--- src/hw/dcl_defs.svh ---
// Register offsets, field positions, reset values and timing figures of the line config bank.
`ifndef DCL_DEFS_SVH
`define DCL_DEFS_SVH

`define DCL_OFF_TXBUF      8'h00
`define DCL_OFF_RXBUF      8'h04
`define DCL_OFF_USERBASE   8'h08
`define DCL_OFF_CTRL       8'h0C
`define DCL_OFF_OUTADR_LO  8'h10
`define DCL_OFF_OUTADR_HI  8'h14
`define DCL_OFF_INADR_LO   8'h18
`define DCL_OFF_INADR_HI   8'h1C
`define DCL_OFF_LINE_LO    8'h20
`define DCL_OFF_LINE_HI    8'h24
`define DCL_OFF_STATUS     8'h28

`define DCL_CTRL_LEVEL     0
`define DCL_LINE_ROLE      0
`define DCL_LINE_ATTEND    1
`define DCL_LINE_WIRING    2
`define DCL_LINE_CTSCHK    3
`define DCL_LINE_TWO_DLY   15:8
`define DCL_LINE_FOUR_DLY  23:16

`define DCL_LINE_LO_RST    32'h0001_0100
`define DCL_LINE_HI_RST    32'h0000_0000
`define DCL_ADDR_RST       64'h0000_0000_0000_0000
`define DCL_GEN_TXBUF      16'h0000
`define DCL_GEN_RXBUF      16'h0000

`define DCL_STEP_NS        1750000
`define DCL_CLK_NS         50
`define DCL_LAST_CHAR      3'h7

`endif

--- src/hw/dcl_pkg.sv ---
// Types and the character selection shared by the line config bank modules.
package dcl_pkg;

	typedef enum logic [1:0] {
		DCL_IDLE = 2'b00,
		DCL_WAIT = 2'b01,
		DCL_CTS  = 2'b10,
		DCL_SEND = 2'b11
	} dcl_seq_e;

	typedef logic [7:0] dcl_char_t;

	// Character 0 is the most significant byte, so it goes out first on the line.
	function automatic dcl_char_t dcl_char_of(input logic [63:0] adr, input logic [2:0] idx);
		dcl_char_of = adr[8 * (7 - idx) +: 8];
	endfunction

endpackage

--- src/hw/dcl_cfg_if.sv ---
// Settings from the register bank to the line sequencer, and its state back.
interface dcl_cfg_if;
	logic [63:0] out_addr;
	logic [63:0] in_addr;
	logic        two_wire;
	logic        cts_check;
	logic [7:0]  two_dly;
	logic [7:0]  four_dly;
	logic        rts;
	logic        tx_start;
	logic        addr_match;
	logic        addr_done;
	logic        busy;

	modport regs (output out_addr, in_addr, two_wire, cts_check, two_dly, four_dly,
		input rts, tx_start, addr_match, addr_done, busy);
	modport seq (input out_addr, in_addr, two_wire, cts_check, two_dly, four_dly,
		output rts, tx_start, addr_match, addr_done, busy);
endinterface

--- src/hw/dcl_line_seq.sv ---
// Line sequencer: RTS to CTS delay, outgoing header characters, incoming address compare.
`include "dcl_defs.svh"

module dcl_line_seq
	import dcl_pkg::*;
#(
	parameter int unsigned STEP_CYCLES = `DCL_STEP_NS / `DCL_CLK_NS
) (
	input  wire logic       clk,
	input  wire logic       rst_n,
	input  wire logic       ce,
	dcl_cfg_if.seq          cfg,
	input  wire logic       tx_req,
	input  wire logic       cts,
	input  wire logic [2:0] hdr_idx,
	output logic      [7:0] hdr_char,
	input  wire logic       rx_hdr_start,
	input  wire logic       rx_char_stb,
	input  wire logic [7:0] rx_char
);

	dcl_seq_e    state;
	logic [15:0] step_cnt;
	logic [7:0]  dly_cnt;
	logic [2:0]  rx_idx;
	logic        match_run;

	// The wiring bit picks which transmit delay is in force.
	wire  [7:0] sel_dly   = cfg.two_wire ? cfg.two_dly : cfg.four_dly;
	wire        step_end  = (step_cnt == 16'h0000);
	wire        char_ok   = (rx_char == dcl_char_of(cfg.in_addr, rx_idx));
	wire        cts_ok    = !cfg.cts_check || cts;

	assign cfg.busy = (state != DCL_IDLE);

	// RTS is raised at once; CTS is only looked at after the programmed count of steps.
	always_ff @(posedge clk or negedge rst_n) begin
		if (!rst_n) begin
			state        <= DCL_IDLE;
			step_cnt     <= 16'h0000;
			dly_cnt      <= 8'h00;
			cfg.rts      <= 1'b0;
			cfg.tx_start <= 1'b0;
		end else if (ce) begin
			if (!tx_req) begin
				state        <= DCL_IDLE;
				cfg.rts      <= 1'b0;
				cfg.tx_start <= 1'b0;
			end else begin
				case (state)
					DCL_IDLE: begin
						cfg.rts  <= 1'b1;
						step_cnt <= 16'(STEP_CYCLES - 1);
						dly_cnt  <= sel_dly;
						// Without CTS checking no delay is imposed; a zero count skips it too.
						state    <= (cfg.cts_check && sel_dly != 8'h00) ? DCL_WAIT : DCL_CTS;
					end
					DCL_WAIT: begin
						if (step_end) begin
							step_cnt <= 16'(STEP_CYCLES - 1);
							dly_cnt  <= dly_cnt - 8'h01;
							if (dly_cnt == 8'h01)
								state <= DCL_CTS;
						end else begin
							step_cnt <= step_cnt - 16'h0001;
						end
					end
					DCL_CTS: begin
						if (cts_ok) begin
							state        <= DCL_SEND;
							cfg.tx_start <= 1'b1;
						end
					end
					DCL_SEND: state <= DCL_SEND;
					default:  state <= DCL_IDLE;
				endcase
			end
		end
	end

	// The outgoing header character follows the index one cycle later.
	always_ff @(posedge clk or negedge rst_n) begin
		if (!rst_n)
			hdr_char <= 8'h00;
		else if (ce)
			hdr_char <= dcl_char_of(cfg.out_addr, hdr_idx);
	end

	// A header start restarts the compare; the verdict stands until the next start.
	always_ff @(posedge clk or negedge rst_n) begin
		if (!rst_n) begin
			rx_idx         <= 3'h0;
			match_run      <= 1'b0;
			cfg.addr_match <= 1'b0;
			cfg.addr_done  <= 1'b0;
		end else if (ce) begin
			if (rx_hdr_start) begin
				rx_idx         <= 3'h0;
				match_run      <= 1'b1;
				cfg.addr_match <= 1'b0;
				cfg.addr_done  <= 1'b0;
			end else if (rx_char_stb && !cfg.addr_done) begin
				rx_idx    <= rx_idx + 3'h1;
				match_run <= match_run && char_ok;
				if (rx_idx == `DCL_LAST_CHAR) begin
					cfg.addr_done  <= 1'b1;
					cfg.addr_match <= match_run && char_ok;
				end
			end
		end
	end
endmodule

--- src/hw/dcl_regs.sv ---
// Data-communication line configuration register bank with APB access.
// Operation
// - Outgoing text is fetched from the buffer at the 16-bit transmit base.
// - Incoming text is stored into the buffer at the 16-bit receive base.
// - Higher-level program writes get the user memory base added.
// - Lower-level programs use buffer bases fixed at generation, not written.
// - Eight outgoing terminal address characters go into each message header.
// - Received header address characters are compared with the incoming address.
// - Both terminal addresses reset to all zero characters.
// - A 64-bit line characteristics group packs the line option settings.
// - Role bit: 0 initiates, 1 responds; resets to 0.
// - Attendance bit: 0 no operator, 1 operator present.
// - Two-wire transmit delay resets to one 1.75 ms step.
// - With CTS checking, wait the delay steps after RTS, then start on CTS.
// - Wiring bit selects four-wire delays at 0, two-wire delays at 1.
`include "dcl_defs.svh"

module dcl_regs
	import dcl_pkg::*;
#(
	parameter int unsigned STEP_CYCLES = `DCL_STEP_NS / `DCL_CLK_NS,
	parameter logic [15:0] GEN_TXBUF   = `DCL_GEN_TXBUF,
	parameter logic [15:0] GEN_RXBUF   = `DCL_GEN_RXBUF
) (
	input  wire logic        CLK,
	input  wire logic        RST_N,
	input  wire logic        CE,
	input  wire logic        PSEL,
	input  wire logic        PENABLE,
	input  wire logic        PWRITE,
	input  wire logic [7:0]  PADDR,
	input  wire logic [31:0] PWDATA,
	output logic      [31:0] PRDATA,
	output logic             PREADY,
	output logic             PSLVERR,
	output logic      [15:0] TX_BUF_BASE,
	output logic      [15:0] RX_BUF_BASE,
	output logic             STATION_ROLE,
	output logic             OPERATOR_PRESENT,
	input  wire logic        TX_REQ,
	input  wire logic        CTS,
	output logic             RTS,
	output logic             TX_START,
	input  wire logic [2:0]  HDR_IDX,
	output logic      [7:0]  HDR_CHAR,
	input  wire logic        RX_HDR_START,
	input  wire logic        RX_CHAR_STB,
	input  wire logic [7:0]  RX_CHAR,
	output logic             ADDR_MATCH,
	output logic             ADDR_DONE
);

	dcl_cfg_if cfg ();

	logic [15:0] user_base;
	logic        higher_level;
	logic [31:0] line_lo;
	logic [31:0] line_hi;
	logic [63:0] out_addr;
	logic [63:0] in_addr;

	// Bus phase decode: the answer is prepared in setup and given in the access cycle.
	wire        setup_ph  = PSEL && !PENABLE;
	wire        commit    = PSEL && PENABLE && PREADY;
	wire        wr_commit = commit && PWRITE;
	wire        hit_tx    = (PADDR == `DCL_OFF_TXBUF);
	wire        hit_rx    = (PADDR == `DCL_OFF_RXBUF);
	wire        hit_ub    = (PADDR == `DCL_OFF_USERBASE);
	wire        hit_ctrl  = (PADDR == `DCL_OFF_CTRL);
	wire        hit_oal   = (PADDR == `DCL_OFF_OUTADR_LO);
	wire        hit_oah   = (PADDR == `DCL_OFF_OUTADR_HI);
	wire        hit_ial   = (PADDR == `DCL_OFF_INADR_LO);
	wire        hit_iah   = (PADDR == `DCL_OFF_INADR_HI);
	wire        hit_ll    = (PADDR == `DCL_OFF_LINE_LO);
	wire        hit_lh    = (PADDR == `DCL_OFF_LINE_HI);
	wire        hit_st    = (PADDR == `DCL_OFF_STATUS);
	wire        mapped    = hit_tx || hit_rx || hit_ub || hit_ctrl || hit_oal || hit_oah
		|| hit_ial || hit_iah || hit_ll || hit_lh || hit_st;
	// Status is read only, so a write to it is answered as an error.
	wire        bad_acc   = !mapped || (PWRITE && hit_st);

	// Higher-level programs give a user-relative address; it is made absolute here.
	wire [15:0] abs_addr  = PWDATA[15:0] + user_base;
	wire        base_wr   = wr_commit && higher_level;
	// Dropping back to the lower level reloads the generated buffer locations.
	wire        to_lower  = wr_commit && hit_ctrl && !PWDATA[`DCL_CTRL_LEVEL];

	wire [31:0] status_w  = {27'h0000000, cfg.busy, cfg.addr_done, cfg.addr_match,
		cfg.tx_start, cfg.rts};
	wire [31:0] rd_mux    =
		hit_tx   ? {16'h0000, TX_BUF_BASE} :
		hit_rx   ? {16'h0000, RX_BUF_BASE} :
		hit_ub   ? {16'h0000, user_base} :
		hit_ctrl ? {31'h00000000, higher_level} :
		hit_oal  ? out_addr[31:0] :
		hit_oah  ? out_addr[63:32] :
		hit_ial  ? in_addr[31:0] :
		hit_iah  ? in_addr[63:32] :
		hit_ll   ? line_lo :
		hit_lh   ? line_hi :
		hit_st   ? status_w : 32'h00000000;

	// One wait-free access: PREADY rises for the access cycle only.
	always_ff @(posedge CLK or negedge RST_N) begin
		if (!RST_N) begin
			PREADY  <= 1'b0;
			PRDATA  <= 32'h00000000;
			PSLVERR <= 1'b0;
		end else if (CE) begin
			PREADY  <= setup_ph;
			PRDATA  <= (setup_ph && !PWRITE) ? rd_mux : 32'h00000000;
			PSLVERR <= setup_ph && bad_acc;
		end
	end

	// Buffer bases hold generated values unless a higher-level program writes them.
	always_ff @(posedge CLK or negedge RST_N) begin
		if (!RST_N) begin
			TX_BUF_BASE  <= GEN_TXBUF;
			RX_BUF_BASE  <= GEN_RXBUF;
			user_base    <= 16'h0000;
			higher_level <= 1'b0;
		end else if (CE) begin
			if (to_lower) begin
				TX_BUF_BASE <= GEN_TXBUF;
				RX_BUF_BASE <= GEN_RXBUF;
			end else begin
				if (base_wr && hit_tx)
					TX_BUF_BASE <= abs_addr;
				if (base_wr && hit_rx)
					RX_BUF_BASE <= abs_addr;
			end
			if (wr_commit && hit_ub)
				user_base <= PWDATA[15:0];
			if (wr_commit && hit_ctrl)
				higher_level <= PWDATA[`DCL_CTRL_LEVEL];
		end
	end

	// Terminal addresses and the line group change only on a committed write.
	always_ff @(posedge CLK or negedge RST_N) begin
		if (!RST_N) begin
			out_addr <= `DCL_ADDR_RST;
			in_addr  <= `DCL_ADDR_RST;
			line_lo  <= `DCL_LINE_LO_RST;
			line_hi  <= `DCL_LINE_HI_RST;
		end else if (CE && wr_commit) begin
			if (hit_oal)
				out_addr[31:0] <= PWDATA;
			if (hit_oah)
				out_addr[63:32] <= PWDATA;
			if (hit_ial)
				in_addr[31:0] <= PWDATA;
			if (hit_iah)
				in_addr[63:32] <= PWDATA;
			if (hit_ll)
				line_lo <= PWDATA;
			if (hit_lh)
				line_hi <= PWDATA;
		end
	end

	// Line group fields feed the sequencer directly.
	assign cfg.out_addr  = out_addr;
	assign cfg.in_addr   = in_addr;
	assign cfg.two_wire  = line_lo[`DCL_LINE_WIRING];
	assign cfg.cts_check = line_lo[`DCL_LINE_CTSCHK];
	assign cfg.two_dly   = line_lo[`DCL_LINE_TWO_DLY];
	assign cfg.four_dly  = line_lo[`DCL_LINE_FOUR_DLY];

	// Role and attendance leave as registered copies so the pins never glitch.
	always_ff @(posedge CLK or negedge RST_N) begin
		if (!RST_N) begin
			STATION_ROLE     <= 1'b0;
			OPERATOR_PRESENT <= 1'b0;
		end else if (CE) begin
			STATION_ROLE     <= line_lo[`DCL_LINE_ROLE];
			OPERATOR_PRESENT <= line_lo[`DCL_LINE_ATTEND];
		end
	end

	dcl_line_seq #(
		.STEP_CYCLES (STEP_CYCLES)
	) u_seq (
		.clk          (CLK),
		.rst_n        (RST_N),
		.ce           (CE),
		.cfg          (cfg.seq),
		.tx_req       (TX_REQ),
		.cts          (CTS),
		.hdr_idx      (HDR_IDX),
		.hdr_char     (HDR_CHAR),
		.rx_hdr_start (RX_HDR_START),
		.rx_char_stb  (RX_CHAR_STB),
		.rx_char      (RX_CHAR)
	);

	// Sequencer flops reach the pins without further logic.
	assign RTS        = cfg.rts;
	assign TX_START   = cfg.tx_start;
	assign ADDR_MATCH = cfg.addr_match;
	assign ADDR_DONE  = cfg.addr_done;
endmodule

--- config.mk ---
export PLATFORM = sky130hd
export DESIGN_NAME = dcl_regs
export DESIGN_NICKNAME = d
export VERILOG_FILES = /design/src/hw/dcl_pkg.sv /design/src/hw/dcl_cfg_if.sv /design/src/hw/dcl_line_seq.sv /design/src/hw/dcl_regs.sv
export VERILOG_INCLUDE_DIRS = /design/src /design/src/hw
export SDC_FILE = /design/constraint.sdc
export NUM_CORES = 1
export LEC_CHECK = 0
export ABC_AREA = 0
export BUFFER_PORTS_ARGS = -buffer_cell sky130_fd_sc_hd__buf_4
export CAP_MARGIN = 5
export CORE_MARGIN = 5
export CORE_UTILIZATION = 43
export CTS_BUF_LIST = sky130_fd_sc_hd__clkbuf_16
export CTS_CLUSTER_SIZE = 12
export DETAILED_ROUTE_END_ITERATION = 10
export PLACE_DENSITY = 0.6
export SLEW_MARGIN = 20
export SYNTH_ARGS = -nofsm -noshare
export SYNTH_HDL_FRONTEND = slang
export SYNTH_HIERARCHICAL = 1
export SYNTH_SLANG_ARGS = --single-unit
--- constraint.sdc ---
create_clock -name CLK -period 4.1 [get_ports CLK]
set_input_delay 0.205 -clock CLK [delete_from_list [all_inputs] [get_ports CLK]]
set_output_delay 0.205 -clock CLK [all_outputs]
set_load 0.02 [all_outputs]
* After elaboration in Yosys (flattened, before gate mapping)
Index checks and enable logic that the tools add are counted.
Cells by class: add/subtract/negate cells 6, equality and inequality tests 23, reduce and logical (&&, ||, !) cells 62, multiplexer cells 42, shift-type cells 2
Operator list (count):
- $mux W32 | 11
- $shiftx A64 B33 Y8 | 2
- $mux W16 | 5
- $eq A8 B5 Y1 const B | 4
- $pmux W16 S2 | 1
- $eq A8 B6 Y1 const B | 3
- $reduce_and A2 Y1 | 12
- $logic_and A1 B1 Y1 | 17
- $add A16 B16 Y16 | 1
- $eq A8 B4 Y1 const B | 2
- $logic_not A16 Y1 | 1
- $mux W8 | 2
- $pmux W8 S2 | 1
- $sub A16 B1 Y16 const B | 1
- $mux W1 | 13
- $logic_or A1 B1 Y1 | 12
- $reduce_bool A2 Y1 | 6
- $mux W2 | 5
- $ne A3 B2 Y1 const B | 3
- $reduce_and A3 Y1 | 3
- $eq A8 B1 Y1 const B | 1
- $eq A8 B3 Y1 const B | 1
- $eq A8 B8 Y1 | 1
- $logic_not A8 Y1 | 1
- 14 further kinds | 26
Word-level totals: register bits after elaboration 319, logic and storage cells 160, output and inout bits 80, input port bits 61

* Logic depth before layout (Yosys ltp)
word-level depth 14, depth in mapped cells 9, depth with buffers taken out 8

* Cells and area by module
Netlist, hierarchy kept.
Modules (own cells, without submodules):
- dcl_regs | area each 13133.8 um^2, times used 1, sequential area each 6934.2 um^2, cells each 1013
- dcl_line_seq | area each 3244.4 um^2, times used 1, sequential area each 1051.0 um^2, cells each 333

* Worst setup path after synthesis
OpenSTA, ideal clock, no wires.
kind register to register, start point register user_base[0], end point register RX_BUF_BASE[12], data required time 3.979 ns, stages on the path, launching flop included 9, period minus slack after synthesis 2.273 ns, arrival 2.152 ns, library setup time 0.121 ns, path buffers 0, setup slack 1.827 ns, cell sequence dfrtp_1 ha_1 fa_1 a211oi_1 o21a_1 o21ai_0 or2_2 xor2_1 a22o_1
Between the ends: longest elaborated chain between the ends 3
Ends and longest elaborated chain:
- start: declaration | RTL line dcl_regs.sv:55 | logic [15:0] user_base;
- start signal: assignment | RTL line dcl_regs.sv:134 | user_base <= PWDATA[15:0];
- $add A16 B16 Y16 | RTL line dcl_regs.sv:83 | wire [15:0] abs_addr = PWDATA[15:0] + user_base;
- $mux W16 | RTL line dcl_regs.sv:130 | if (base_wr && hit_rx)
- $mux W16 | RTL line dcl_regs.sv:124 | if (to_lower) begin
- end signal: assignment | RTL line dcl_regs.sv:131 | RX_BUF_BASE <= abs_addr;
- end: declaration | RTL line dcl_regs.sv:37 | output logic [15:0] RX_BUF_BASE,
No other way between the ends. The select of a mux whose other input is x is not followed. A chain may end at the register's enable or synchronous reset.

* Worst setup path after layout
start point register u_seq.rx_idx[1], end point register u_seq.cfg.addr_match
Between the ends: longest elaborated chain between the ends 7, elaborated cells on any way between the ends 10, classes of those cells add/sub (1); eq/ne (2); shift (1); mux (3); reduce/logical (3)
Ends and longest elaborated chain:
- start: declaration | RTL line dcl_line_seq.sv:25 | logic [2:0] rx_idx;
- start signal: assignment | RTL line dcl_line_seq.sv:103 | rx_idx <= rx_idx + 3'h1;
- $sub A3 B3 Y4 | RTL line dcl_pkg.sv:15 | dcl_char_of = adr[8 * (7 - idx) +: 8];
- $shiftx A64 B33 Y8 | RTL line dcl_pkg.sv:15
- $eq A8 B8 Y1 | RTL line dcl_line_seq.sv:31 | wire char_ok = (rx_char == dcl_char_of(cfg.in_addr, rx_idx));
- $logic_and A1 B1 Y1 | RTL line dcl_line_seq.sv:107 | cfg.addr_match <= match_run && char_ok;
- $mux W1 | RTL line dcl_line_seq.sv:105 | if (rx_idx == `DCL_LAST_CHAR) begin
- $mux W1 | RTL line dcl_line_seq.sv:102 | end else if (rx_char_stb && !cfg.addr_done) begin
- $mux W1 | RTL line dcl_line_seq.sv:97 | if (rx_hdr_start) begin
- end signal: assignment | RTL line dcl_line_seq.sv:107
- end: declaration | RTL line dcl_cfg_if.sv:18 | output rts, tx_start, addr_match, addr_done, busy);
Several ways; a longest one is shown, not always the timed one. The select of a mux whose other input is x is not followed.

==> results_dict.tcl <==
set metrics [dict create \
    slew_viol_final 0 \
    drc 0 \
    start_util_pct 43.48 \
    period_share_pct 70.65 \
    total_leakage_power_nw 8.987 \
    fillCellCount 3411 \
    cp.arrival_ns 3.34 \
    drt_iter0_markers 893 \
    fp.dieArea_um2 42090 \
    skew_ns 0.01569 \
    gp_congestion 0.8674 \
    post-cts-setup-buffer-count 0 \
    die_x_um 205.2 \
    cts-resized-gates 0 \
    regArea_um2 7985 \
    syn_to_final_growth_pct 17.93 \
    setup_viol 0 \
    grt_pass1_vias 12232 \
    synth-edff-count 0 \
    worstSetupPathType "reg -> reg" \
    io_pins 141 \
    yosysWarnings 6 \
    antenna_found_initial 2 \
    grt_pass1_wl_mm 77.62 \
    p_clk_share_pct 44.7 \
    core_um2 37670 \
    num_rows 71 \
    total_power_mw 7.138 \
    vias 11963 \
    cap_violations 0 \
    ant_nets 0 \
    pwr_density_cell_nw_per_um2 369.6 \
    cts.sinks 319 \
    synthesis.nets 1428 \
    fin_area_um2 19310 \
    synth-seq-cells 319 \
    syn_avg_cell_area_um2 12.17 \
    async_flop_share_pct 100.0 \
    clockBufferDepth 3 \
    netlist_instances 1346 \
    grt_max_degree 130 \
    cts_max_level 2 \
    p_int_mw 5.302 \
    die_h_um 205.2 \
    wl_per_cell_um 24.62 \
    cts_buffers 38 \
    n_antenna_cell 0 \
    tightest_slew_ns 0.9551 \
    clk_latency_ns 0.55 \
    clk_pin_slew_worst_paths_ns 0.06 \
    seq_area_frac_synth_pct 48.75 \
    synth_area_um2 16380 \
    hpwl_mm 35.63 \
    setup.worst_path.end_class "register" \
    tritoncts "built" \
    netSwitchingPower_mw 1.837 \
    ys_types 73 \
    synth_ff_type "dfrtp_1" \
    hold_viol_final 0 \
    multi_input_area_um2 7835 \
    viasPerCell 5.867 \
    slew_headroom_pct 36.09 \
    status "finished, final reports clean" \
    rsz0062_at_grt "false" \
    cp-start-kind "register" \
    fin_cells 2039 \
    comb_power_share_pct 9.1 \
    grt-ovfl-total 0 \
    place_area_um2 17830 \
    irDropWorstVdd_mv 0.2115 \
    cts_hold_buf 29 \
    cp_max_fo 12 \
    max_freq_ghz 0.3452 \
    final_nets 1581 \
    pwr-share-seq_pct 46.2 \
    hold_path.class "in -> reg" \
    required_ns 4.54 \
    track_usage_pct 24.21 \
    dr.pass1.iters 7 \
    layout_min_cycle_time_ns 2.897 \
    dp.cells 1940 \
    clockRootBuffer "clkbuf_16" \
    port_buffers 140 \
    netSwitchingFraction_pct 25.73 \
    drive_above_1_share_pct 32.85 \
    fin_setup_tns_ns 0 \
    wl_mm 50.20 \
    r2r_slack_ns 1.20 \
]
[state kept, by name (all words and copies together) (netlist names)]
name / cells
OPERATOR_PRESENT: 1
PSLVERR: 1
u_seq/cfg.rts: 1
PREADY: 1
line_lo: 32
u_seq/cfg.addr_done: 1
u_seq/cfg.tx_start: 1
cfg.out_addr: 64
cfg.in_addr: 64
user_base: 16
higher_level: 1
RX_BUF_BASE: 16
u_seq/cfg.addr_match: 1
u_seq/match_run: 1
u_seq/rx_idx: 3
line_hi: 32
u_seq/hdr_char: 8
u_seq/step_cnt: 16
u_seq/state: 2
TX_BUF_BASE: 16
u_seq/dly_cnt: 8
PRDATA: 32
STATION_ROLE: 1
[worst max-delay path, stage by stage, from the launching register on]
cell and delay, ns:
dfrtp_1 0.81, mux4_2 0.62, mux2i_1 0.24, xor2_1 0.20
nand3_1 0.10, or4_4 0.59, o41ai_2 0.22
[metrics by stage]
stage          setup WS [ns]  util (%)  hold WS (ns)
2_1_floorplan          1.827         -      -0.09059
3_3_place_gp           1.225     47.34        0.4027
3_5_place_dp           1.160     47.34        0.4121
6_report               1.203     51.28       0.02255
4_1_cts                1.195     51.21      0.002612
5_1_grt                1.059     51.28       0.01115
[kinds of logic (layout without fill, tap and decap cells)]
| family | Yosys count | in the layout | synth area share [%] |
|---|---|---|---|
| compound gates | 300 | 300 | 12.54 |
| xor+xnor | 22 | 22 | 1.177 |
| fa+ha+maj | 21 | 21 | 1.650 |
| buf+inv | 110 | 292 | 3.445 |
| flops | 319 | 319 | 48.75 |
| mux | 320 | 320 | 24.55 |
| simple gates | 254 | 254 | 7.892 |
[cells in the mapped netlist (6+ instances only)]
library cell	number	share of area [%]
buf_2	19	0.58
mux2i_1	57	3.5
o31ai_1	17	0.78
buf_4	12	0.55
nor3_1	24	0.73
a2bb2oi_1	10	0.53
a22oi_1	15	0.69
buf_1	6	0.14
and3_1	6	0.23
buf_6	11	0.76
inv_1	25	0.57
nand2_1	75	1.7
nand3_1	13	0.40
mux2_2	215	15
o21ai_0	57	1.7
or3_1	8	0.31
nor2_1	64	1.5
xnor2_1	9	0.48
a211oi_1	6	0.27
dfrtp_1	317	48
nor2b_1	6	0.23
nand4_1	6	0.23
a32oi_1	6	0.32
ha_1	20	1.5
a221oi_1	6	0.32
o2bb2ai_1	31	1.7
xor2_1	13	0.70
nand2b_1	14	0.53
and2_1	8	0.31
mux4_2	42	5.8
a22o_1	33	1.8
clkbuf_1	36	0.83
a21oi_1	74	2.3
[per-layer routing]
metal  GRT usage (%)  part of all wire, %  wire (um)
met1           34.19                   44      22230
met2           38.56                   47      23720
met3           4.258                  5.7       2872
met4           7.081                  2.7       1363
met5               0                0.042         21
[power by group through the flow]
stage / Combinational, mW / Sequential, mW / Clock, mW
floorplan: 0.342 / 3.33 / 0
global placement: 0.617 / 3.35 / 0
detailed placement: 0.626 / 3.35 / 0
CTS: 0.650 / 3.29 / 3.26
global route: 0.714 / 3.30 / 3.39
finish: 0.653 / 3.30 / 3.19
[layout make-up]
class	instances	share of cell area, %
Tap cell	511	3.310
Sequential cell	319	41.34
Clock buffer	39	5.053
Multi-Input combinational cell	917	40.56
Timing Repair Buffer	197	8.240
Clock inverter	30	0.9846
Inverter	26	0.5053
[cell usage in the layout, fill, tap and decap left out, drive strengths merged, types with 4 or more instances in the layout]
cell type | netlist | final
nor4 | 6 | 6
ha | 20 | 20
or3 | 8 | 8
clkbuf | 36 | 39
nor2b | 6 | 6
a21oi | 74 | 74
o31ai | 17 | 17
o21ai | 59 | 59
mux4 | 43 | 43
o2bb2ai | 31 | 31
a32oi | 6 | 6
or2 | 5 | 5
o22ai | 5 | 5
a21o | 4 | 4
a2bb2oi | 10 | 10
dlygate4sd3 | 0 | 29
nand2 | 75 | 75
dfrtp | 317 | 317
and3 | 6 | 6
xnor2 | 9 | 9
a211oi | 6 | 6
nor2 | 68 | 68
nand3 | 15 | 15
nand2b | 14 | 14
mux2 | 220 | 220
o21a | 5 | 5
a22oi | 15 | 15
a31oi | 4 | 4
mux2i | 57 | 57
nor3 | 26 | 26
nand4 | 6 | 6
clkinv | 1 | 18
and2 | 8 | 8
xor2 | 13 | 13
o211ai | 5 | 5
a221oi | 6 | 6
inv | 25 | 34
or4 | 4 | 4
buf | 48 | 168
a22o | 33 | 33
[final timing paths]
kind	cells after the start	startpoint	end
setup / recovery	6	u_seq/rx_idx[1]	u_seq/cfg.addr_match
hold / removal	3	PSEL	PREADY
setup reg to reg	6	u_seq/rx_idx[1]	u_seq/cfg.addr_match
hold reg to reg	1	PRDATA[17]	PRDATA[17]
max in group asynchronous	4	RST_N	TX_BUF_BASE[8]
min in group asynchronous	2	RST_N	line_lo[26]
Power figures use the tool's default switching activity.
